File: src/pkg/hbp_pkg.sv
// Purpose: Shared constants and types for the host bus port block
// Assumes: 125 MHz core clock, 16-bit register words
// Notes:   Offsets are byte addresses; 16-bit mode decodes word addresses
package hbp_pkg;
	// Clock and access timing
	localparam int          HBP_CLK_PERIOD_NS   = 8;
	localparam int          HBP_PORT_ACCESS_NS  = 40;
	localparam int          HBP_PORT_WAIT_INT   = (HBP_PORT_ACCESS_NS + HBP_CLK_PERIOD_NS - 1) / HBP_CLK_PERIOD_NS;
	localparam logic [3:0]  HBP_PORT_WAIT_CYC   = 4'(HBP_PORT_WAIT_INT);
	// Register byte offsets
	localparam logic [9:0]  HBP_OFS_GCR1        = 10'h000;
	localparam logic [9:0]  HBP_OFS_GCR2        = 10'h002;
	localparam logic [9:0]  HBP_OFS_ID          = 10'h004;
	localparam logic [9:0]  HBP_OFS_PCR1        = 10'h040;
	localparam logic [9:0]  HBP_OFS_PCR2        = 10'h042;
	localparam logic [9:0]  HBP_OFS_PCR3        = 10'h044;
	localparam logic [9:0]  HBP_OFS_PCR4        = 10'h046;
	localparam logic [9:0]  HBP_OFS_PLSR        = 10'h048;
	localparam logic [9:0]  HBP_OFS_TUNE_A      = 10'h20b;
	localparam logic [9:0]  HBP_OFS_TUNE_B      = 10'h20f;
	// Global control one fields
	localparam int          HBP_G1_RST          = 0;
	localparam int          HBP_G1_DP_RST       = 1;
	localparam int          HBP_G1_CLR_MODE     = 2;
	localparam logic [15:0] HBP_G1_MASK         = 16'h0007;
	localparam logic [15:0] HBP_G1_RESET        = 16'h0002;
	localparam logic [15:0] HBP_G2_MASK         = 16'h000f;
	localparam logic [15:0] HBP_G2_RESET        = 16'h0000;
	// Port control one fields
	localparam int          HBP_P1_DP_RST       = 0;
	localparam int          HBP_P1_PWRDN        = 1;
	localparam int          HBP_P1_LNAIS_LSB    = 10;
	localparam int          HBP_P1_DSAIS_LSB    = 12;
	localparam logic [15:0] HBP_P1_MASK         = 16'h7c03;
	localparam logic [15:0] HBP_P1_RESET        = 16'h0003;
	// Port control two fields
	localparam int          HBP_P2_FRAME_LSB    = 2;
	localparam int          HBP_P2_LMODE_LSB    = 8;
	localparam int          HBP_P2_TXLINE_EN    = 11;
	localparam logic [15:0] HBP_P2_MASK         = 16'h0f1f;
	localparam logic [15:0] HBP_P2_RESET        = 16'h0004;
	// Port control three fields
	localparam int          HBP_P3_LOOP_TIME    = 0;
	localparam int          HBP_P3_CLK_SRC      = 1;
	localparam logic [15:0] HBP_P3_MASK         = 16'h0003;
	localparam logic [15:0] HBP_P3_RESET        = 16'h0000;
	localparam logic [15:0] HBP_P4_MASK         = 16'hffff;
	localparam logic [15:0] HBP_P4_RESET        = 16'h0000;
	localparam logic [7:0]  HBP_TUNE_RESET      = 8'h00;
	// Field encodings
	localparam logic [2:0]  HBP_LMODE_UNIT_RX   = 3'h3;
	localparam logic [2:0]  HBP_FRAME_CBIT      = 3'h1;
	localparam logic [2:0]  HBP_FRAME_M13       = 3'h3;
	localparam logic [2:0]  HBP_DSAIS_OFF       = 3'h7;
	localparam logic [1:0]  HBP_LNAIS_OFF       = 2'h3;
	localparam logic [1:0]  HBP_SERIAL_BITS     = 2'h3;

	typedef enum logic [1:0] {HBP_IDLE, HBP_WAIT, HBP_DONE} hbp_state_e;
	typedef enum logic [1:0] {HBP_TXC_ADAPTER, HBP_TXC_INPUT, HBP_TXC_RECOVERED} hbp_txclk_e;
endpackage

File: src/hdl/hbp_sync.sv
// Purpose: Two flop synchroniser for pin inputs
// Assumes: Inputs stable around the sampled strobe
// Notes:   First stage feeds only the second stage
`timescale 1ns/1ps
`default_nettype none
module hbp_sync
#(
	parameter int               WIDTH   = 1,
	parameter logic [WIDTH-1:0] RST_VAL = '0
)
(
	input  wire logic             core_clk,
	input  wire logic             resetn,
	input  wire logic [WIDTH-1:0] din,
	output logic      [WIDTH-1:0] dout
);
	logic [WIDTH-1:0] meta_r;

	// Two stage capture
	always_ff @(posedge core_clk or negedge resetn)
	begin
		if (!resetn)
		begin
			meta_r <= RST_VAL;
			dout   <= RST_VAL;
		end
		else
		begin
			meta_r <= din;
			dout   <= meta_r;
		end
	end
endmodule // hbp_sync
`default_nettype wire

File: src/hdl/hbp_latch_bits.sv
// Purpose: Latched status bits with set-over-clear
// Assumes: Events and clears on core_clk
// Notes:   An event in the clearing cycle stays latched
`timescale 1ns/1ps
`default_nettype none
module hbp_latch_bits
#(
	parameter int WIDTH = 8
)
(
	input  wire logic             core_clk,
	input  wire logic             resetn,
	input  wire logic             hold_clear,
	input  wire logic [WIDTH-1:0] set_bits,
	input  wire logic [WIDTH-1:0] clr_bits,
	output logic      [WIDTH-1:0] latched
);
	genvar i;
	generate
		for (i = 0; i < WIDTH; i++)
		begin : g_bit
			// Soft reset first, then set wins over clear
			always_ff @(posedge core_clk or negedge resetn)
			begin
				if (!resetn)
					latched[i] <= 1'b0;
				else if (hold_clear)
					latched[i] <= 1'b0;
				else if (set_bits[i])
					latched[i] <= 1'b1;
				else if (clr_bits[i])
					latched[i] <= 1'b0;
			end
		end
	endgenerate
endmodule // hbp_latch_bits
`default_nettype wire

File: src/hdl/hbp_host_port.sv
// Purpose: Parallel host port with global and port configuration
// Assumes: Read-write strobe bus, pins asynchronous to core_clk
// Notes:
// Notes on behaviour
// RQ1 - 8-bit: swap pin is address LSB, low byte
// RQ2 - 16-bit: swap pin exchanges data bytes
// RQ3 - Host keeps swap pin static
// RQ4 - 16-bit mode ignores address bit zero
// RQ5 - One global bit picks latched clear style
// RQ6 - Mode 1 clears on read, 0 on write
// RQ7 - Read returns contents, then clears them
// RQ8 - Write clears only bits written one
// RQ9 - Latency varies per location, ready marks done
// RQ10 - Ready low lets host end strobe
// RQ11 - Read-only identification register
// RQ12 - Global reset restores all registers
// RQ13 - Reset bit holds reset; default framer, unit off
// RQ14 - Datapath resets and powerdown default to one
// RQ15 - Transmit clock source from loop and source bits
// RQ16 - Line mode 011: line unit on, attenuator receive
// RQ17 - Alarm fields all ones disable insertion
// RQ18 - Line enable bit enables transmit line pins
// RQ19 - Example words select C-bit or M13 serial
// RQ20 - Software writes adapter tuning locations
// RQ21 - Unused control bits read zero
`timescale 1ns/1ps
`default_nettype none
module hbp_host_port
import hbp_pkg::*;
#(
	parameter logic [15:0] DEVICE_ID_CODE = 16'h5a3c // Arbitrary value
)
(
	input  wire logic       core_clk,
	input  wire logic       resetn,
	input  wire logic       cs_n,
	input  wire logic       rd_n,
	input  wire logic       wr_n,
	input  wire logic       bus_width_16,
	input  wire logic       addr_lsb_swap_select,
	input  wire logic [9:1] addr_hi,
	input  wire logic [15:0] data_in,
	output logic      [15:0] data_out,
	output logic            data_oe_lo,
	output logic            data_oe_hi,
	output logic            rdy_n,
	input  wire logic [7:0] port_events,
	output logic            global_reset_active,
	output logic            port_logic_reset,
	output logic      [3:0] adapter_config,
	output logic      [1:0] tx_clock_source,
	output logic            line_interface_enable,
	output logic            jitter_attenuator_rx,
	output logic      [2:0] framing_mode_field,
	output logic            ds3_cbit_serial,
	output logic            ds3_m13_serial,
	output logic            downstream_ais_enable,
	output logic            line_ais_enable,
	output logic            tx_line_enable,
	output logic      [7:0] tuning_a,
	output logic      [7:0] tuning_b
);
	localparam int         SYNC_W   = 30;
	localparam logic [29:0] SYNC_RST = 30'h3800_0000;

	logic [SYNC_W-1:0] sync_q;
	logic              s_cs_n, s_rd_n, s_wr_n, s_w16, s_swap;
	logic [9:1]        s_addr;
	logic [15:0]       s_data;
	hbp_state_e        st_r;
	logic [3:0]        cnt_r;
	logic              rd_r, w16_r, swap_r, a0_r;
	logic [9:1]        wa_r;
	logic [15:0]       wd_r, be_r;
	logic [15:0]       rd_word_r, data_out_r;
	logic [15:0]       gcr1_r, gcr2_r, pcr1_r, pcr2_r, pcr3_r, pcr4_r;
	logic [15:0]       tune_a_r, tune_b_r;
	logic [7:0]        plsr_q, plsr_clr;
	logic              strobe, hit, slow, commit, soft_rst, clr_mode;
	logic              wr_commit;
	logic [15:0]       rv;

	// Pin synchronisation
	hbp_sync #(.WIDTH(SYNC_W), .RST_VAL(SYNC_RST)) u_sync
	(
		.core_clk (core_clk),
		.resetn   (resetn),
		.din      ({cs_n, rd_n, wr_n, bus_width_16, addr_lsb_swap_select, addr_hi, data_in}),
		.dout     (sync_q)
	);
	assign {s_cs_n, s_rd_n, s_wr_n, s_w16, s_swap, s_addr, s_data} = sync_q;

	assign strobe    = !s_cs_n && (!s_rd_n || !s_wr_n);
	assign commit    = (st_r == HBP_WAIT) && (cnt_r == 4'h0);
	assign wr_commit = commit && !rd_r;
	assign soft_rst  = gcr1_r[HBP_G1_RST];
	assign clr_mode  = gcr1_r[HBP_G1_CLR_MODE];

	// Address decode on word address
	always_comb
	begin
		hit  = 1'b1;
		slow = 1'b0;
		case (s_addr)
			HBP_OFS_GCR1[9:1], HBP_OFS_GCR2[9:1], HBP_OFS_ID[9:1]: slow = 1'b0;
			HBP_OFS_PCR1[9:1], HBP_OFS_PCR2[9:1], HBP_OFS_PCR3[9:1],
			HBP_OFS_PCR4[9:1], HBP_OFS_PLSR[9:1]: slow = 1'b1;
			HBP_OFS_TUNE_A[9:1], HBP_OFS_TUNE_B[9:1]: slow = 1'b0;
			default: hit = 1'b0;
		endcase
	end

	// Read word of the captured address
	always_comb
	begin
		case (wa_r)
			HBP_OFS_GCR1[9:1]: rv = gcr1_r;
			HBP_OFS_GCR2[9:1]: rv = gcr2_r;
			// RQ11 identification readback
			HBP_OFS_ID[9:1]: rv = DEVICE_ID_CODE;
			HBP_OFS_PCR1[9:1]: rv = pcr1_r;
			HBP_OFS_PCR2[9:1]: rv = pcr2_r;
			HBP_OFS_PCR3[9:1]: rv = pcr3_r;
			HBP_OFS_PCR4[9:1]: rv = pcr4_r;
			HBP_OFS_PLSR[9:1]: rv = {8'h00, plsr_q};
			HBP_OFS_TUNE_A[9:1]: rv = tune_a_r;
			HBP_OFS_TUNE_B[9:1]: rv = tune_b_r;
			default: rv = 16'h0000;
		endcase
	end

	// RQ9 access sequencer with ready
	always_ff @(posedge core_clk or negedge resetn)
	begin
		if (!resetn)
		begin
			st_r  <= HBP_IDLE;
			cnt_r <= 4'h0;
		end
		else
		begin
			case (st_r)
				HBP_IDLE:
					// Unmapped access never gets ready
					if (strobe && hit)
					begin
						st_r  <= HBP_WAIT;
						cnt_r <= slow ? HBP_PORT_WAIT_CYC : 4'h0;
					end
				HBP_WAIT:
					if (cnt_r == 4'h0)
						st_r <= HBP_DONE;
					else
						cnt_r <= cnt_r - 4'h1;
				// RQ10 hold ready until strobe ends
				HBP_DONE:
					if (!strobe)
						st_r <= HBP_IDLE;
				default: st_r <= HBP_IDLE;
			endcase
		end
	end

	// Capture of request at cycle start
	always_ff @(posedge core_clk or negedge resetn)
	begin
		if (!resetn)
		begin
			rd_r   <= 1'b0;
			w16_r  <= 1'b0;
			swap_r <= 1'b0;
			a0_r   <= 1'b0;
			wa_r   <= '0;
			wd_r   <= 16'h0000;
			be_r   <= 16'h0000;
		end
		else if ((st_r == HBP_IDLE) && strobe && hit)
		begin
			rd_r   <= !s_rd_n;
			w16_r  <= s_w16;
			swap_r <= s_swap;
			a0_r   <= s_swap;
			wa_r   <= s_addr;
			if (s_w16)
			begin
				// RQ4 whole word, RQ2 lane swap
				be_r <= 16'hffff;
				wd_r <= s_swap ? {s_data[7:0], s_data[15:8]} : s_data;
			end
			else
			begin
				// RQ1 low byte, pin as address LSB
				be_r <= s_swap ? 16'hff00 : 16'h00ff;
				wd_r <= {s_data[7:0], s_data[7:0]};
			end
		end
	end

	// Read data capture and lane mapping
	always_ff @(posedge core_clk or negedge resetn)
	begin
		if (!resetn)
		begin
			rd_word_r  <= 16'h0000;
			data_out_r <= 16'h0000;
		end
		else if (commit && rd_r)
		begin
			rd_word_r <= rv;
			if (w16_r)
				// RQ2 byte swap on read
				data_out_r <= swap_r ? {rv[7:0], rv[15:8]} : rv;
			else
				// RQ1 single byte on low lane
				data_out_r <= {8'h00, (a0_r ? rv[15:8] : rv[7:0])};
		end
	end

	assign data_out   = data_out_r;
	assign data_oe_lo = (st_r == HBP_DONE) && rd_r;
	assign data_oe_hi = (st_r == HBP_DONE) && rd_r && w16_r;
	assign rdy_n      = !(st_r == HBP_DONE);

	// RQ12 RQ13 global registers and soft reset
	always_ff @(posedge core_clk or negedge resetn)
	begin
		if (!resetn)
		begin
			gcr1_r   <= HBP_G1_RESET;
			gcr2_r   <= HBP_G2_RESET;
			tune_a_r <= {HBP_TUNE_RESET, 8'h00};
			tune_b_r <= {HBP_TUNE_RESET, 8'h00};
		end
		else if (soft_rst)
		begin
			// Only the reset bit itself stays writable
			gcr1_r <= HBP_G1_RESET;
			if (wr_commit && (wa_r == HBP_OFS_GCR1[9:1]))
				gcr1_r[HBP_G1_RST] <= (wd_r[HBP_G1_RST] & be_r[HBP_G1_RST]);
			else
				gcr1_r[HBP_G1_RST] <= 1'b1;
			gcr2_r   <= HBP_G2_RESET;
			tune_a_r <= {HBP_TUNE_RESET, 8'h00};
			tune_b_r <= {HBP_TUNE_RESET, 8'h00};
		end
		else if (wr_commit)
		begin
			case (wa_r)
				HBP_OFS_GCR1[9:1]: gcr1_r <= ((gcr1_r & ~be_r) | (wd_r & be_r)) & HBP_G1_MASK;
				HBP_OFS_GCR2[9:1]: gcr2_r <= ((gcr2_r & ~be_r) | (wd_r & be_r)) & HBP_G2_MASK;
				// RQ20 adapter tuning bytes, upper lane
				HBP_OFS_TUNE_A[9:1]: tune_a_r <= ((tune_a_r & ~be_r) | (wd_r & be_r)) & 16'hff00;
				HBP_OFS_TUNE_B[9:1]: tune_b_r <= ((tune_b_r & ~be_r) | (wd_r & be_r)) & 16'hff00;
				default: gcr1_r <= gcr1_r;
			endcase
		end
	end

	// RQ14 RQ21 port registers, masked, one defaults
	always_ff @(posedge core_clk or negedge resetn)
	begin
		if (!resetn)
		begin
			pcr1_r <= HBP_P1_RESET;
			pcr2_r <= HBP_P2_RESET;
			pcr3_r <= HBP_P3_RESET;
			pcr4_r <= HBP_P4_RESET;
		end
		else if (soft_rst)
		begin
			pcr1_r <= HBP_P1_RESET;
			pcr2_r <= HBP_P2_RESET;
			pcr3_r <= HBP_P3_RESET;
			pcr4_r <= HBP_P4_RESET;
		end
		else if (wr_commit)
		begin
			case (wa_r)
				HBP_OFS_PCR1[9:1]: pcr1_r <= ((pcr1_r & ~be_r) | (wd_r & be_r)) & HBP_P1_MASK;
				HBP_OFS_PCR2[9:1]: pcr2_r <= ((pcr2_r & ~be_r) | (wd_r & be_r)) & HBP_P2_MASK;
				HBP_OFS_PCR3[9:1]: pcr3_r <= ((pcr3_r & ~be_r) | (wd_r & be_r)) & HBP_P3_MASK;
				HBP_OFS_PCR4[9:1]: pcr4_r <= ((pcr4_r & ~be_r) | (wd_r & be_r)) & HBP_P4_MASK;
				default: pcr1_r <= pcr1_r;
			endcase
		end
	end

	// RQ5 RQ6 RQ7 RQ8 latched clear selection
	always_comb
	begin
		plsr_clr = 8'h00;
		if (commit && (wa_r == HBP_OFS_PLSR[9:1]))
		begin
			if (rd_r && clr_mode)
				plsr_clr = plsr_q;
			else if (!rd_r && !clr_mode)
				plsr_clr = wd_r[7:0] & be_r[7:0];
		end
	end

	hbp_latch_bits #(.WIDTH(8)) u_plsr
	(
		.core_clk   (core_clk),
		.resetn     (resetn),
		.hold_clear (soft_rst),
		.set_bits   (port_events),
		.clr_bits   (plsr_clr),
		.latched    (plsr_q)
	);

	// Configuration decode to the datapath
	assign global_reset_active = soft_rst;
	// RQ14 datapath held until bits cleared
	assign port_logic_reset = soft_rst || gcr1_r[HBP_G1_DP_RST] || pcr1_r[HBP_P1_DP_RST] || pcr1_r[HBP_P1_PWRDN];
	assign adapter_config   = gcr2_r[3:0];
	// RQ15 transmit clock selection
	assign tx_clock_source = pcr3_r[HBP_P3_LOOP_TIME] ? HBP_TXC_RECOVERED :
		(pcr3_r[HBP_P3_CLK_SRC] ? HBP_TXC_INPUT : HBP_TXC_ADAPTER);
	// RQ16 line mode with receive attenuator
	assign line_interface_enable = (pcr2_r[HBP_P2_LMODE_LSB+:3] != 3'h0);
	assign jitter_attenuator_rx  = (pcr2_r[HBP_P2_LMODE_LSB+:3] == HBP_LMODE_UNIT_RX);
	assign framing_mode_field    = pcr2_r[HBP_P2_FRAME_LSB+:3];
	// RQ19 serial framing decode
	assign ds3_cbit_serial = (framing_mode_field == HBP_FRAME_CBIT) && (pcr2_r[1:0] == HBP_SERIAL_BITS);
	assign ds3_m13_serial  = (framing_mode_field == HBP_FRAME_M13) && (pcr2_r[1:0] == HBP_SERIAL_BITS);
	// RQ17 alarm insertion disables
	assign downstream_ais_enable = (pcr1_r[HBP_P1_DSAIS_LSB+:3] != HBP_DSAIS_OFF);
	assign line_ais_enable       = (pcr1_r[HBP_P1_LNAIS_LSB+:2] != HBP_LNAIS_OFF);
	// RQ18 transmit line pins
	assign tx_line_enable = pcr2_r[HBP_P2_TXLINE_EN];
	assign tuning_a       = tune_a_r[15:8];
	assign tuning_b       = tune_b_r[15:8];
endmodule // hbp_host_port
`default_nettype wire

File: config.mk
export PLATFORM = sky130hd
export DESIGN_NAME = hbp_host_port
export DESIGN_NICKNAME = d
export VERILOG_FILES = /design/src/pkg/hbp_pkg.sv /design/src/hdl/hbp_sync.sv /design/src/hdl/hbp_latch_bits.sv /design/src/hdl/hbp_host_port.sv
export SDC_FILE = /design/constraint.sdc
export NUM_CORES = 1
export LEC_CHECK = 0
export BUFFER_PORTS_ARGS = -buffer_cell sky130_fd_sc_hd__buf_4
export CAP_MARGIN = 20
export CORE_MARGIN = 2
export CORE_UTILIZATION = 50
export DETAILED_ROUTE_END_ITERATION = 8
export HOLD_SLACK_MARGIN = 0.08
export PLACE_DENSITY = 0.67
export SKIP_CTS_REPAIR_TIMING = 1
export SLEW_MARGIN = 20
export SYNTH_ARGS = -nofsm -noshare
export SYNTH_HDL_FRONTEND = slang
export SYNTH_SLANG_ARGS = --single-unit
File: constraint.sdc
create_clock -name core_clk -period 3.45 [get_ports core_clk]
set_clock_uncertainty 0.2 [all_clocks]
set_input_delay 0.69 -clock core_clk [delete_from_list [all_inputs] [get_ports core_clk]]
set_output_delay 0.69 -clock core_clk [all_outputs]
set_load 0.02 [all_outputs]
==> impl_results.md <==
* Worst-skew pair later-pin latency at 0.43 ns
* Max cap viols at 0
* Via density at 5.754
* Internal at approximately 3.7 mW
* Critical path fanouts, max at 12
* Vias in the first global route at roughly 5500
* Via count at 5553
* Lkg Pwr at 4.180 nW
* Sw Pwr at around 1.6 mW
* Register bit total from synthesis at between 150 and 200
* DP Cell Count at approximately 930
* Area share of and/or/nand/nor cells after synthesis at 12.83%
* CP Cell Sequence: or4_1 -> or3_1 -> or3_1 -> mux2i_1 -> nor2_1
* Number of routed nets with antenna violations at 0
* Port Buffers at roughly 90
* Final GP Congestion at a little over 0.9
* Gr ovfl total at 0
* Clock Tree Root: clkbuf_16
* Async set-reset flop share out of synthesis at 100.0%
* Area share of the largest cell type after synthesis at a little under three fifths
* Post-Synth Adder-Cell Area at 0.1671%
* Pin count of the biggest net entering global routing at between 50 and 60
* Sw frac at 29.99%
* Clock power frac at between 30% and 40%
* DRC at 0
* Worst path most repeated cell: or3_1
* Status: completed
* Met3 global-route usage at about 4.2%
* Post-Syn Instances at 681
* Clock Sinks at roughly 180
* Startpoint Class: flop
* Post-Synth XOR/XNOR Area at less than 1%
* Sequential share of power at a little under half
* Post-synthesis mux area share at 10.36%
* Count leader, synth: dfrtp_1
* Post-synth EDFFs at 0
* Core area at 0.01459 mm2
* Max Slew Vio Count at 0
* P&R area growth vs syn at 19.88%
* Clock Path Buffers at 2
* Mapped Nets at about 720
* Top_reg_cell synth: dfrtp_1
* Leading area contributor after synthesis: dfrtp_1
* Worst vdd ir at 353.8 uV
* Fillers at between 1000 and 1500
* Sequential cell area at around 0.0044 mm2
* Reg clk slew, reported paths at 0.07 ns
* Synth Area per Inst at 11.00 um2
* Fin crit period at 2.828 ns
* Synth unique cells at just under 60
* Synth top cells by count: 167 x dfrtp_1, 68 x nand2_1, 66 x o21ai_0, 64 x mux2i_1, 50 x a21oi_1
* Period utilisation layout at ~80%
* Comb pwr share at 15.9%
* Seq/Total Area, Yosys at between 50% and 60%
* Area of the multi-input gates at roughly 0.0028 mm2
* GR peak layer: met2
* Die height at ~130 um
* CP peak stage delay at about 0.6 ns
* Layout cell share with drive strength beyond 1 at 22.02%
* Crit path capture type: flop
* Pwr Total at between 5 and 6 mW
* CTS tree: built
* Initial Util at between 50 and 60%
* CP max stage cell: or3_1
* Mapped cell area at between 0.007 and 0.008 mm2
* Max-slew headroom at a little over half
* Post-synthesis compound-gate area fraction at ~14%
* Fin nets at 809
* CP delay by family, top: simple AND/OR/NAND/NOR gates
* Setup TNS at 0 ns
* RSZ-0062 raised after global routing: false
* Width of the die at between 100 and 150 um
* I/O pin total at 93
* Pwr Density at just under 600 mW/mm2
* Final HPWL DP at 13120 um
* Largest cells by area after synthesis: dfrtp_1 56%, mux2i_1 8.6%, o21ai_0 4.4%
* Avg WL per Cell at 18.76 um
* Crit path buf inv count at 0
* Syn. warnings at 0
* N_diodes at 0
* Peak Freq at ~350 MHz
* H-Tree Depth at 4
* Hold Fails Final Rpt at 0
* Critical Path AT at 2.92 ns
* Met2 Resource Use GR at 36.99%
* GR Layer Usage met1 at about 33%
* Worst Path Required at about 3.5 ns
* GRT Total Usage at a little under a quarter
* WS Path Type: reg -> reg
* First-pass GRT wire length at 29350 um
* First DRT Iteration DRCs at roughly 460
* Initial antenna violation count at 0
* Slew at the pin closest to its max-slew limit at around 0.69 ns
* Final setup vio count at 0
* Final Instance Count excl. Fillers at between 900 and 1000
* Core Rows at 44
* WL final at between 15000 and 20000 um
* Hold Path Class: reg -> reg
* Main combinational cell family by area after synthesis: compound AO/OA/AOI/OAI gates
* Drt pass-1 iters at 8
* Num CTS Buffers at 17
* Die Area at 0.01597 mm2
==> kinds of logic after synthesis <==
group	count (synthesis)
and+or+nand+nor	195
buffers and inverters	61
xor gates and xnor gates	1
AOI/OAI and AO/OA	170
muxes	76
adders and majority gates	1
DFF	177
==> worst reg2reg max path: stages (launching register included) <==
cell and delay (ns):
dfrtp_1 0.52, or4_1 0.57, or3_1 0.50, or3_1 0.60, mux2i_1 0.25, nor2_1 0.06
==> routing by layer <==
metal  part of all wire (%)  routed length [um]
met4                    2.5                 450
met2                     48                8645
met3                    5.6                1014
met1                     44                7990
met5                      0                   0
==> final cells by class <==
type,count,area share (%)
flip-flops and latches,177,49.49
multi-input cells,443,31.11
repair buffers,113,9.659
clock buffers,18,4.892
well taps,184,2.564
clock inverters,14,1.617
inverters,16,0.6690
==> per-stage QoR <==
| step | hold WS (ns) | setup WS, ns | cell area, um2 | util, % |
|---|---|---|---|---|
| 2_1_floorplan | 0.1312 | 0.8873 | 7488 | - |
| 4_1_cts | 0.01913 | 0.6476 | 8967 | 61.47 |
| 6_report | 0.1479 | 0.6218 | 8977 | 61.54 |
| 5_1_grt | 0.1455 | 0.5289 | 8977 | 61.54 |
| 3_3_place_gp | 0.1320 | 0.7487 | 8383 | 57.46 |
| 3_5_place_dp | 0.1347 | 0.6892 | 8383 | 57.46 |
==> worst paths after layout <==
path	endpoint	from	cells after the start	slack, ns
worst min register to register	u_sync.dout[13]	u_sync.meta_r[13]	0	0.15
worst max-delay path	tune_b_r[15]	wa_r[6]	5	0.62
worst max register to register	tune_b_r[15]	wa_r[6]	5	0.62
max in group asynchronous	u_sync.dout[19]	resetn	3	1.55
min in group asynchronous	pcr1_r[11]	resetn	2	0.58
worst min-delay path	u_sync.dout[13]	u_sync.meta_r[13]	0	0.15
==> power by group through the flow <==
stage / clock network (mW) / logic (mW) / registers, mW
3_3_place_gp: 0 / 0.807 / 2.52
6_report: 1.89 / 0.831 / 2.50
5_1_grt: 2.01 / 0.923 / 2.53
4_1_cts: 1.93 / 0.834 / 2.49
2_1_floorplan: 0 / 0.532 / 2.44
3_5_place_dp: 0 / 0.829 / 2.53
==> registers in the layout, indices dropped and copies added (netlist names), 4 cells and up <==
signal          count
wd_r               16
cnt_r               4
pcr2_r              9
pcr1_r              7
tune_a_r            8
u_sync.meta_r      30
tune_b_r            8
u_sync.dout        30
wa_r                9
data_out           16
u_plsr.latched      8
pcr4_r             16
gcr2_r              4
==> cell usage in the layout, fill, tap and decap left out, types with 16 or more instances in the layout <==
master     netlist  layout
dfrtp_1        167     166
buf_4            4     110
nand2_1         68      68
o21ai_0         66      66
mux2i_1         64      64
a21oi_1         50      50
nor2_1          43      43
nand3_1         17      17
clkbuf_16        0      17
inv_1           16      16
No activity file was read; power rests on OpenSTA's default activity.
